File: src/freq_counter_pkg.sv
package freq_counter_pkg;

  localparam int NUM_CHAN = 8;
  localparam int TICK_W = 24;
  localparam int PERIOD_W = 18;
  localparam int WIN_W = 10;

  // Register byte offsets.
  localparam logic [11:0] OFS_CTRL = 12'h000;
  localparam logic [11:0] OFS_WINDOW = 12'h004;
  localparam logic [11:0] OFS_ARM = 12'h008;
  localparam logic [11:0] OFS_HEALTH = 12'h00c;
  localparam logic [11:0] OFS_COUPLING = 12'h010;
  localparam logic [11:0] OFS_OVF = 12'h014;
  localparam logic [11:0] OFS_IRQ_STAT = 12'h018;
  localparam logic [11:0] OFS_IRQ_CLR = 12'h01c;
  localparam logic [11:0] OFS_IRQ_EN = 12'h020;
  localparam logic [5:0] OFS_TABLE_BLK = 6'h01;

  // Field positions in the control register.
  localparam int CTRL_CONT_BIT = 0;
  localparam int CTRL_FAST_BIT = 1;

  // Values after reset.
  localparam logic [1:0] CTRL_RST = 2'h0;
  localparam logic [WIN_W-1:0] WINDOW_RST = 10'h009;
  localparam logic [7:0] BYTE_RST = 8'h00;

  // Clock and timebase.
  localparam int CLK_HZ = 250_000_000;
  localparam int TICK_SLOW_HZ = 1_000_000;
  localparam int TICK_FAST_HZ = 10_000_000;
  localparam int WINDOW_STEP_MS = 1;
  localparam int PRESC_SLOW = CLK_HZ / TICK_SLOW_HZ;
  localparam int PRESC_FAST = CLK_HZ / TICK_FAST_HZ;
  localparam logic [7:0] PRESC_SLOW_MAX = 8'(PRESC_SLOW - 1);
  localparam logic [7:0] PRESC_FAST_MAX = 8'(PRESC_FAST - 1);

  localparam logic [1:0] RESP_OKAY = 2'h0;
  localparam logic [1:0] RESP_SLVERR = 2'h2;

  typedef enum logic [1:0] {CH_IDLE, CH_WAIT_EDGE, CH_COUNT} chan_e;

  typedef struct packed {
    logic [TICK_W-1:0] ticks;
    logic [PERIOD_W-1:0] periods;
  } result_s;

  typedef struct packed {
    logic fast;
    logic cont;
  } ctrl_s;

endpackage : freq_counter_pkg

File: src/freq_counter.sv
// Functional notes
// - Channel counts only after arm, from first edge.
// - One window setting shared by all channels.
// - Window programmable from 1 ms to 1.024 s.
// - Window setting steps in 1 ms units.
// - Store 24-bit ticks and 18-bit periods per window.
// - Long period keeps window open until one period.
// - Latest-result table readable anytime, newest values.
// - Single-scan or continuous mode, software selected.
// - Timebase tick selectable 1 MHz or 10 MHz.
// - Lowest frequency 0.06 Hz slow, 0.6 Hz fast.
// - Per-channel overflow flag below measurable limit.
// - Software switches channel input to health-check input.
// - Tick counter overflow sets maskable interrupt source.
// - Interrupt when any unmasked source bit set.
// - Host reaches results in memory space, 32/16-bit.
// - Per-channel AC or DC coupling setting held.
//
// Local design decisions: the register addresses and register access over AXI4-Lite.
`timescale 1ns/1ps
module freq_counter
  import freq_counter_pkg::*;
#(
  parameter int SLOW_TICKS_PER_MS = 1000,
  parameter int FAST_TICKS_PER_MS = 10000
) (
  input wire logic CLK_I,
  input wire logic SYS_RST_I,
  input wire logic CE_I,
  input wire logic [NUM_CHAN-1:0] CHAN_I,
  input wire logic HEALTH_I,
  input wire logic [11:0] AXI_AWADDR_I,
  input wire logic AXI_AWVALID_I,
  output logic AXI_AWREADY_O,
  input wire logic [31:0] AXI_WDATA_I,
  input wire logic [3:0] AXI_WSTRB_I,
  input wire logic AXI_WVALID_I,
  output logic AXI_WREADY_O,
  output logic [1:0] AXI_BRESP_O,
  output logic AXI_BVALID_O,
  input wire logic AXI_BREADY_I,
  input wire logic [11:0] AXI_ARADDR_I,
  input wire logic AXI_ARVALID_I,
  output logic AXI_ARREADY_O,
  output logic [31:0] AXI_RDATA_O,
  output logic [1:0] AXI_RRESP_O,
  output logic AXI_RVALID_O,
  input wire logic AXI_RREADY_I,
  output logic [NUM_CHAN-1:0] COUPLING_AC_O,
  output logic IRQ_O
);

  localparam logic [TICK_W-1:0] TICK_MAX = {TICK_W{1'b1}};
  localparam logic [PERIOD_W-1:0] PERIOD_MAX = {PERIOD_W{1'b1}};
  localparam logic [TICK_W-1:0] SLOW_PER_MS = TICK_W'(SLOW_TICKS_PER_MS * WINDOW_STEP_MS);
  localparam logic [TICK_W-1:0] FAST_PER_MS = TICK_W'(FAST_TICKS_PER_MS * WINDOW_STEP_MS);

  function automatic logic [31:0] merge(input logic [31:0] old, input logic [31:0] wd, input logic [3:0] strb);
    logic [31:0] m;
    m = {{8{strb[3]}}, {8{strb[2]}}, {8{strb[1]}}, {8{strb[0]}}};
    return (old & ~m) | (wd & m);
  endfunction : merge

  // Bus-side registers.
  logic awready_q;
  logic wready_q;
  logic bvalid_q;
  logic [1:0] bresp_q;
  logic arready_q;
  logic rvalid_q;
  logic [1:0] rresp_q;
  logic [31:0] rdata_q;
  logic [11:0] awaddr_q;
  logic [31:0] wdata_q;
  logic [3:0] wstrb_q;

  // Software-visible state.
  ctrl_s ctrl_q;
  logic [WIN_W-1:0] window_q;
  logic [NUM_CHAN-1:0] health_q;
  logic [NUM_CHAN-1:0] coupling_q;
  logic [NUM_CHAN-1:0] irq_stat_q;
  logic [NUM_CHAN-1:0] irq_en_q;
  logic irq_q;

  // Timebase.
  logic [7:0] presc_q;
  logic tick_q;

  // Per-channel views gathered from the generate loop.
  result_s result_w [NUM_CHAN];
  logic [NUM_CHAN-1:0] ovf_flag_w;
  logic [NUM_CHAN-1:0] ovf_evt_w;
  logic [NUM_CHAN-1:0] busy_w;

  // Write decode: the write happens once both address and data are held.
  wire wr_en = ~awready_q & ~wready_q & ~bvalid_q;
  wire wr_ctrl = wr_en & (awaddr_q == OFS_CTRL);
  wire wr_window = wr_en & (awaddr_q == OFS_WINDOW);
  wire wr_arm = wr_en & (awaddr_q == OFS_ARM) & wstrb_q[0];
  wire wr_health = wr_en & (awaddr_q == OFS_HEALTH);
  wire wr_coupling = wr_en & (awaddr_q == OFS_COUPLING);
  wire wr_irq_clr = wr_en & (awaddr_q == OFS_IRQ_CLR) & wstrb_q[0];
  wire wr_irq_en = wr_en & (awaddr_q == OFS_IRQ_EN);
  wire wr_table = awaddr_q[11:6] == OFS_TABLE_BLK;
  wire wr_ro = (awaddr_q == OFS_OVF) | (awaddr_q == OFS_IRQ_STAT) | wr_table;
  wire wr_hit = (awaddr_q == OFS_CTRL) | (awaddr_q == OFS_WINDOW) | (awaddr_q == OFS_ARM) |
                (awaddr_q == OFS_HEALTH) | (awaddr_q == OFS_COUPLING) | (awaddr_q == OFS_IRQ_CLR) |
                (awaddr_q == OFS_IRQ_EN) | wr_ro;
  // Each stored register merges the held write data into its own current value, byte by byte; arm and interrupt clear act on byte 0 alone.
  wire [31:0] ctrl_m = merge({30'h0, ctrl_q}, wdata_q, wstrb_q);
  wire [31:0] window_m = merge({22'h0, window_q}, wdata_q, wstrb_q);
  wire [31:0] health_m = merge({24'h0, health_q}, wdata_q, wstrb_q);
  wire [31:0] coupling_m = merge({24'h0, coupling_q}, wdata_q, wstrb_q);
  wire [31:0] irq_en_m = merge({24'h0, irq_en_q}, wdata_q, wstrb_q);
  wire [NUM_CHAN-1:0] arm_w = wr_arm ? wdata_q[NUM_CHAN-1:0] : '0;
  wire [NUM_CHAN-1:0] irq_clr_w = wr_irq_clr ? wdata_q[NUM_CHAN-1:0] : '0;

  // Read decode from the live read address; the table answers at any time.
  wire rd_table = AXI_ARADDR_I[11:6] == OFS_TABLE_BLK;
  wire [2:0] rd_ch = AXI_ARADDR_I[5:3];
  wire result_s rd_res = result_w[rd_ch];
  wire [31:0] rd_table_word = AXI_ARADDR_I[2] ? {14'h0, rd_res.periods} : {8'h00, rd_res.ticks};
  wire rd_hit_reg = (AXI_ARADDR_I == OFS_CTRL) | (AXI_ARADDR_I == OFS_WINDOW) |
                    (AXI_ARADDR_I == OFS_ARM) | (AXI_ARADDR_I == OFS_HEALTH) |
                    (AXI_ARADDR_I == OFS_COUPLING) | (AXI_ARADDR_I == OFS_OVF) |
                    (AXI_ARADDR_I == OFS_IRQ_STAT) | (AXI_ARADDR_I == OFS_IRQ_CLR) |
                    (AXI_ARADDR_I == OFS_IRQ_EN);
  wire [31:0] rd_reg_word =
    (AXI_ARADDR_I == OFS_CTRL) ? {30'h0, ctrl_q} :
    (AXI_ARADDR_I == OFS_WINDOW) ? {22'h0, window_q} :
    (AXI_ARADDR_I == OFS_ARM) ? {24'h0, busy_w} :
    (AXI_ARADDR_I == OFS_HEALTH) ? {24'h0, health_q} :
    (AXI_ARADDR_I == OFS_COUPLING) ? {24'h0, coupling_q} :
    (AXI_ARADDR_I == OFS_OVF) ? {24'h0, ovf_flag_w} :
    (AXI_ARADDR_I == OFS_IRQ_STAT) ? {24'h0, irq_stat_q} :
    (AXI_ARADDR_I == OFS_IRQ_EN) ? {24'h0, irq_en_q} : 32'h0;
  wire rd_hit = rd_hit_reg | rd_table;
  wire [31:0] rd_word = rd_table ? rd_table_word : rd_reg_word;

  // Window length in ticks: setting n means n+1 milliseconds, 1 ms to 1.024 s.
  wire [TICK_W-1:0] win_ms = TICK_W'(window_q) + 24'h000001;
  wire [TICK_W-1:0] win_ticks = TICK_W'(win_ms * (ctrl_q.fast ? FAST_PER_MS : SLOW_PER_MS));
  wire [7:0] presc_max = ctrl_q.fast ? PRESC_FAST_MAX : PRESC_SLOW_MAX;
  wire [NUM_CHAN-1:0] irq_stat_d = (irq_stat_q & ~irq_clr_w) | ovf_evt_w;

  always_ff @(posedge CLK_I) begin
    if (SYS_RST_I) begin
      awready_q <= 1'b1;
      wready_q <= 1'b1;
      bvalid_q <= 1'b0;
      bresp_q <= RESP_OKAY;
      awaddr_q <= 12'h000;
      wdata_q <= 32'h0;
      wstrb_q <= 4'h0;
    end else if (CE_I) begin
      if (AXI_AWVALID_I && awready_q) begin
        awaddr_q <= {AXI_AWADDR_I[11:2], 2'h0};
        awready_q <= 1'b0;
      end
      if (AXI_WVALID_I && wready_q) begin
        wdata_q <= AXI_WDATA_I;
        wstrb_q <= AXI_WSTRB_I;
        wready_q <= 1'b0;
      end
      if (wr_en) begin
        bvalid_q <= 1'b1;
        bresp_q <= (wr_hit && !wr_ro) ? RESP_OKAY : RESP_SLVERR;
      end
      if (bvalid_q && AXI_BREADY_I) begin
        bvalid_q <= 1'b0;
        awready_q <= 1'b1;
        wready_q <= 1'b1;
      end
    end
  end

  always_ff @(posedge CLK_I) begin
    if (SYS_RST_I) begin
      arready_q <= 1'b1;
      rvalid_q <= 1'b0;
      rresp_q <= RESP_OKAY;
      rdata_q <= 32'h0;
    end else if (CE_I) begin
      if (AXI_ARVALID_I && arready_q) begin
        arready_q <= 1'b0;
        rvalid_q <= 1'b1;
        rdata_q <= rd_word;
        rresp_q <= rd_hit ? RESP_OKAY : RESP_SLVERR;
      end else if (rvalid_q && AXI_RREADY_I) begin
        rvalid_q <= 1'b0;
        arready_q <= 1'b1;
      end
    end
  end

  // Byte strobes allow 16-bit and 32-bit writes of every writable register.
  always_ff @(posedge CLK_I) begin
    if (SYS_RST_I) begin
      ctrl_q <= CTRL_RST;
      window_q <= WINDOW_RST;
      health_q <= BYTE_RST;
      coupling_q <= BYTE_RST;
      irq_en_q <= BYTE_RST;
      irq_stat_q <= BYTE_RST;
      irq_q <= 1'b0;
    end else if (CE_I) begin
      if (wr_ctrl) ctrl_q <= ctrl_m[1:0];
      if (wr_window) window_q <= window_m[WIN_W-1:0];
      if (wr_health) health_q <= health_m[7:0];
      if (wr_coupling) coupling_q <= coupling_m[7:0];
      if (wr_irq_en) irq_en_q <= irq_en_m[7:0];
      irq_stat_q <= irq_stat_d;
      irq_q <= |(irq_stat_d & irq_en_q);
    end
  end

  always_ff @(posedge CLK_I) begin
    if (SYS_RST_I) begin
      presc_q <= 8'h00;
      tick_q <= 1'b0;
    end else if (CE_I) begin
      tick_q <= presc_q >= presc_max;
      presc_q <= (presc_q >= presc_max) ? 8'h00 : presc_q + 8'h01;
    end
  end

  for (genvar g = 0; g < NUM_CHAN; g++) begin : g_chan
    chan_e st_q;
    logic prev_q;
    logic ovf_q;
    logic evt_q;
    logic [TICK_W-1:0] ticks_q;
    logic [PERIOD_W-1:0] per_q;
    result_s res_q;

    wire in_w = health_q[g] ? HEALTH_I : CHAN_I[g];
    wire edge_w = in_w & ~prev_q;
    wire tick_ovf_w = tick_q & (ticks_q == TICK_MAX);
    wire [PERIOD_W-1:0] per_inc_w = (per_q == PERIOD_MAX) ? PERIOD_MAX : per_q + 18'h00001;
    wire [TICK_W-1:0] ticks_inc_w = tick_q ? ticks_q + 24'h000001 : ticks_q;
    // The tick of the closing cycle counts, so a window that elapses exactly on an edge closes there.
    wire win_done_w = ticks_inc_w >= win_ticks;

    assign result_w[g] = res_q;
    assign ovf_flag_w[g] = ovf_q;
    assign ovf_evt_w[g] = evt_q;
    assign busy_w[g] = st_q != CH_IDLE;

    always_ff @(posedge CLK_I) begin
      if (SYS_RST_I) begin
        st_q <= CH_IDLE;
        prev_q <= 1'b0;
        ovf_q <= 1'b0;
        evt_q <= 1'b0;
        ticks_q <= '0;
        per_q <= '0;
        res_q <= '0;
      end else if (CE_I) begin
        prev_q <= in_w;
        evt_q <= 1'b0;
        case (st_q)
          CH_IDLE: begin
            if (arm_w[g]) st_q <= CH_WAIT_EDGE;
          end
          CH_WAIT_EDGE: begin
            if (edge_w) begin
              st_q <= CH_COUNT;
              ticks_q <= '0;
              per_q <= '0;
            end
          end
          CH_COUNT: begin
            if (tick_ovf_w) begin
              ovf_q <= 1'b1;
              evt_q <= 1'b1;
              res_q <= '{ticks: TICK_MAX, periods: per_q};
              st_q <= ctrl_q.cont ? CH_WAIT_EDGE : CH_IDLE;
            end else if (edge_w && win_done_w) begin
              // Closing only on an edge keeps whole periods and at least one of them.
              res_q <= '{ticks: ticks_inc_w, periods: per_inc_w};
              ovf_q <= 1'b0;
              ticks_q <= '0;
              per_q <= '0;
              st_q <= ctrl_q.cont ? CH_COUNT : CH_IDLE;
            end else begin
              ticks_q <= ticks_inc_w;
              if (edge_w) per_q <= per_inc_w;
            end
          end
          default: st_q <= CH_IDLE;
        endcase
      end
    end
  end

  assign AXI_AWREADY_O = awready_q;
  assign AXI_WREADY_O = wready_q;
  assign AXI_BVALID_O = bvalid_q;
  assign AXI_BRESP_O = bresp_q;
  assign AXI_ARREADY_O = arready_q;
  assign AXI_RVALID_O = rvalid_q;
  assign AXI_RRESP_O = rresp_q;
  assign AXI_RDATA_O = rdata_q;
  assign COUPLING_AC_O = coupling_q;
  assign IRQ_O = irq_q;

endmodule : freq_counter

File: config.mk
export PLATFORM = sky130hd
export DESIGN_NAME = freq_counter
export DESIGN_NICKNAME = d
export VERILOG_FILES = /design/src/freq_counter_pkg.sv /design/src/freq_counter.sv
export SDC_FILE = /design/constraint.sdc
export NUM_CORES = 2
export LEC_CHECK = 0
export CAP_MARGIN = 15
export CORE_UTILIZATION = 40
export CTS_CLUSTER_SIZE = 16
export DETAILED_ROUTE_END_ITERATION = 8
export DONT_BUFFER_PORTS = 1
export PLACE_DENSITY_LB_ADDON = 0.3
export SYNTH_ARGS = -nofsm -noshare
export SYNTH_HDL_FRONTEND = slang
export SYNTH_SLANG_ARGS = --single-unit
File: constraint.sdc
create_clock -name CLK_I -period 14.63 [get_ports CLK_I]
set_input_delay 2.1945 -clock CLK_I [delete_from_list [all_inputs] [get_ports CLK_I]]
set_output_delay 2.1945 -clock CLK_I [all_outputs]
set_load 0.05 [all_outputs]
-- Yosys cells after proc, flatten, opt, wreduce, memory -nomap -nowiden
Index checks and enable logic that the tools add are counted.
- register bits after elaboration: 829
- output and inout port bits: 50
- word-level logic and storage cells: 592
- add/sub/neg operators: 18
- multiply operators: 1
- order comparisons: 10
- equality and inequality tests: 90
- mux-type cells: 216
- bitwise gates (word level): 73
- reductions and logical operators: 99
- operators by type and width (cell ; count):
    two-way mux 24 bit ; 34
    two-way mux 42 bit ; 18
    two-way mux 18 bit ; 40
    case mux 24 bit (2 select lines) ; 8
    case mux 18 bit (2 select lines) ; 8
    adder 24 x 1 -> 24 bit (second input constant) ; 8
    equality test 24 bit (second input constant) ; 8
    >= comparator 24 bit ; 8
    adder 18 x 1 -> 18 bit (second input constant) ; 8
    equality test 18 bit (second input constant) ; 8
    binary-select mux 42 bit (select 3 bit) ; 1
    two-way mux 8 bit ; 10
    two-way mux 2 bit ; 35
    AND reduction 4 bit ; 16
    nonzero test 2 bit ; 28
    two-way mux 1 bit ; 51
    equality test 12 x 5 -> 1 bit (second input constant) ; 4
    != test 2 bit (second input constant) ; 24
    != test 3 bit (second input constant) ; 16
    case mux 2 bit (3 select lines) ; 8
    bitwise AND 8 bit ; 5
    equality test 10 x 3 -> 1 bit (second input constant) ; 4
    AND reduction 5 bit ; 8
    OR 8 bit ; 4
    other kinds (33) ; 145

-- Longest topological paths before layout
- word-level depth: 11
- depth in mapped cells: 38
- mapped depth without buffers: 36

-- Worst setup path before layout
No wires, ideal clock.
- kind: reg-to-reg
- start: register with a tool-made name
- end: register g_chan[6].res_q[17] (netlist name)
- setup time: 0.123 ns
- data arrival time: 8.129 ns
- data required time: 14.507 ns
- slack: 6.378 ns
- cell stages (with the launch flop): 35
- path buffers: 1
- cells stage by stage: dfxtp_1 -> ha_1 -> nand2_1 -> nor2_1 -> xnor2_1 -> nor2_1 -> inv_1 -> fa_1 -> inv_1 -> ha_1 -> inv_1 -> fa_1 -> inv_1 -> fa_1 -> inv_1 -> fa_1 -> inv_1 -> ha_1 -> or3_1 -> o2111ai_1 -> a21oi_1 -> o21ai_0 -> nand2b_1 -> xnor2_1 -> ha_1 -> a2111oi_0 -> o21ai_0 -> o21bai_1 -> a211oi_1 -> a21oi_1 -> maj3_1 -> o211ai_2 -> a21o_1 -> buf_2 -> mux2_1
- RTL lines (element ; RTL line ; RTL):
    to (signal assigned) ; freq_counter.sv:277 ; res_q <= '{ticks: TICK_MAX, periods: per_q};
    to (signal assigned) ; freq_counter.sv:281 ; res_q <= '{ticks: ticks_inc_w, periods: per_inc_w};
    to (decl) ; freq_counter.sv:235 ; result_s res_q;

==> summary.md <==
| Metric | Value |
|---|---|
| Worst IR drop on VDD | `0.00009751 V` |
| First-pass GRT wire length | `263800 µm` |
| Critical Path Most Common Cell | `inv_1` |
| All-Layer GR Usage | `27.21%` |
| Mapped Cells | `6046` |
| Hold Path Origin | `wstrb_q[0]` |
| Vias | `46580` |
| Fin crit share | `69.67%` |
| Hold path endpoint | `wstrb_q[0]` |
| Lkg Pwr | `20.25 nW` |
| Initial Util | `40.34%` |
| Most frequent cells in the layout | `dfxtp_1, nor2_1, nand2_1, a21oi_1, o21ai_0` |
| GRT Residual Overflow | `0` |
| Setup violators final | `0` |
| Cell Pwr Density | `90.38 nW/µm²` |
| Area Overhead vs Synth | `8.544%` |
| Register-to-Register Path Depth | `36` |
| Max cap viols | `0` |
| Post-CTS resize count | `0` |
| CP Data Arrival Time | `10.72 ns` |
| Crit start category | `register` |
| Clk pin slew, worst setup/hold paths | `0.06 ns` |
| Worst hold path type | `register to register` |
| Antenna Nets Post-Route | `0` |
| Vias per inst | `6.186` |
| Crit Path Class | `register to register` |
| Sum Neg Setup Slack | `0 ns` |
| Root buf cell | `clkbuf_16` |
| Comb pwr share | `3.8%` |
| Hold-fix buffers, CTS | `0` |
| Slew HR | `16.24%` |
| TritonRoute pass-1 iters | `6` |
| Post-Synthesis Cell Area | `49880 µm²` |
| Number of enable flip-flop cells after synthesis | `0` |
| Synth warn | `0` |
| Worst path bufs/invs | `7` |
| Fmax | `98.11 MHz` |
| Most common cell after layout, fill and taps aside | `dfxtp_1` |
| Top_reg_cell synth | `dfxtp_1` |
| R2R Path End | `g_chan[7].res_q[22]` |
| Crit-path leading delay family | `simple AND/OR/NAND/NOR gates` |
| Io pins | `127` |
| Finished Layout Cells | `7529` |
| Synth cell types | `105` |
| Mapped Avg Cell Area | `8.250 µm²` |
| Post-CTS setup buffers | `0` |
| Clock buffer depth | `3` |
| Worst-path fanout max | `22` |
| Critical Path Slowest Stage Cell | `nor2_1` |
| Nets@finish | `6178` |
| Pint | `3.708 mW` |
| Routed Wire Length | `176900 µm` |
| Share of cells above drive strength 1 | `8.629%` |
| RSZ-0062 raised after global routing | `false` |
| Yosys reg bits | `819` |
| Detailed Place HPWL | `125000 µm` |
| Worst-margin pin slew | `1.252 ns` |
| Clock Latency Late Sink | `0.73 ns` |
| CTS tree | `built` |
| Port bufs | `0` |
| Slowest cell delay on critical path | `1.01 ns` |
| Vias in the first global route | `42560` |
| Switching Fraction | `24.21%` |
| Core area | `123600 µm²` |
| Number of max-slew violations in the final report | `0` |
| Die X | `355.1 µm` |
| Fill cell count | `12380` |
| Initial DRC count | `5016` |
| R2R Setup Slk | `4.44 ns` |
| Drt wl/cell | `23.49 µm` |
| Sequential area share after synthesis | `32.87%` |
| Clock skew | `0.03766 ns` |
| Post-synth ARST share | `0%` |
| DR DRC count | `0` |
| Final hold violation count | `0` |
| Routability Congestion | `1.048` |
| Row cnt | `129` |
| WHS Path Cells | `2` |
| Die Height | `355.1 µm` |
| CP Capture Type | `register` |
| Clk pwr share | `50.0%` |
| Crit path time final | `10.19 ns` |
| Clock sinks | `819` |
| Initial antenna violation count | `10` |
| Sw Pwr | `1.184 mW` |
| Largest net degree at the start of global routing | `600` |
| Die area | `126100 µm²` |
| Num CTS Buffers | `97` |
| Status | `completed` |
| Cells after DPL | `7345` |
| Worst endpoint required time | `15.16 ns` |
| Seq pwr share | `46.2%` |
| Htree depth | `3` |
## cells in the mapped netlist (50+ instances only)
library cell | n | share of area (%)
and2_1 | 50 | 0.63
clkbuf_1 | 311 | 2.3
fa_1 | 53 | 2.1
nand3_1 | 230 | 2.3
o21ai_0 | 273 | 2.7
a31oi_1 | 94 | 1.2
a22o_1 | 50 | 0.88
o211ai_1 | 58 | 0.87
a22oi_1 | 83 | 1.2
xnor2_1 | 120 | 2.1
a32oi_1 | 61 | 1.1
buf_2 | 63 | 0.63
nor3_1 | 210 | 2.1
a211oi_1 | 76 | 1.1
mux4_2 | 64 | 2.9
dfxtp_1 | 819 | 33
mux2i_1 | 164 | 3.3
inv_1 | 246 | 1.9
a21oi_1 | 417 | 4.2
a21o_1 | 58 | 0.87
ha_1 | 237 | 5.9
xor2_1 | 77 | 1.4
nand2_1 | 530 | 4.0
nor2_1 | 637 | 4.8
and3_1 | 99 | 1.2
nand4_1 | 121 | 1.5
o221a_2 | 65 | 1.5
## worst register-to-register path, delay by kind of cell (launching register included)
| kind | cells | cell delay, ns |
|---|---|---|
| simple gates | 11 | 3.47 |
| xor+xnor | 2 | 0.39 |
| buf+inv | 7 | 0.74 |
| flops | 1 | 0.56 |
| fa+ha+maj | 7 | 2.88 |
| compound gates | 9 | 1.94 |
## registers in the layout (all words and copies together), names as in the netlist, 10 cells and up, named ones only
| name | flops |
|---|---|
| AXI_RDATA_O | 24 |
| g_chan.ticks_q | 192 |
| g_chan.per_q | 144 |
| g_chan.res_q | 336 |
| wdata_q | 10 |
| g_chan.st_q | 16 |
| awaddr_q | 10 |
## area by class of cell
type	instances	area (µm²)	share of cell area [%]
multi-input combinational	4565	30940	57.16
sequential	819	16400	30.29
clock buffer	140	2830	5.228
tap	1637	2048	3.783
inverter	248	935.9	1.729
timing repair buffer	80	628.1	1.160
clock inverter	35	341.6	0.6309
antenna	5	12.51	0.02311
## kinds of logic (layout without fill, tap and decap cells)
family          after synthesis  in the layout  share of synthesized area [%]
mux                         259            259                          6.881
simple gates               2178           2178                          20.85
buf+inv                     675            503                          5.441
compound gates             1624           1624                          22.36
fa+ha+maj                   291            291                          8.093
flops                       819            819                          32.87
other cells                   2             20                        0.01506
xor+xnor                    198            198                          3.492
## metrics by stage
stage | hold slack (ns) | area, µm² | utilization (%) | setup WS (ns) | total power, mW
floorplan | 0.4203 | 49930 | - | 6.378 | 2.457
global placement | 0.4398 | 50900 | 41.17 | 4.712 | 2.483
detailed placement | 0.4452 | 50900 | 41.17 | 4.580 | 2.486
CTS | 0.4523 | 54070 | 43.73 | 4.524 | 4.922
global route | 0.4691 | 54130 | 43.78 | 3.740 | 5.026
finish | 0.4489 | 54140 | 43.79 | 4.437 | 4.893
## power by group through the flow
stage                     Clock, mW  Combinational [mW]  Sequential [mW]
final                          2.45               0.186             2.26
after global routing           2.57               0.196             2.26
after CTS                      2.48               0.179             2.26
after detailed placement          0               0.178             2.31
after global placement            0               0.175             2.31
after floorplan                   0               0.158             2.30
## worst max path at each step
stage,slack [ns],depth (start not counted),startpoint,to
floorplan,6.38,34,register,g_chan[6].res_q[17]
global placement,4.71,36,register,g_chan[7].res_q[18]
detailed placement,4.58,36,register,g_chan[7].res_q[22]
CTS,4.52,36,register,g_chan[7].res_q[22]
global route,3.74,36,register,g_chan[7].res_q[22]
finish,4.44,36,register,g_chan[7].res_q[22]
## per-layer routing
metal / GRT usage [%] / share of wire [%]
met5: 0 / 0.025
met4: 15.39 / 6.5
met3: 6.318 / 8.8
met2: 42.41 / 44
met1: 34.50 / 40
No activity file was read; power rests on OpenSTA's default activity.
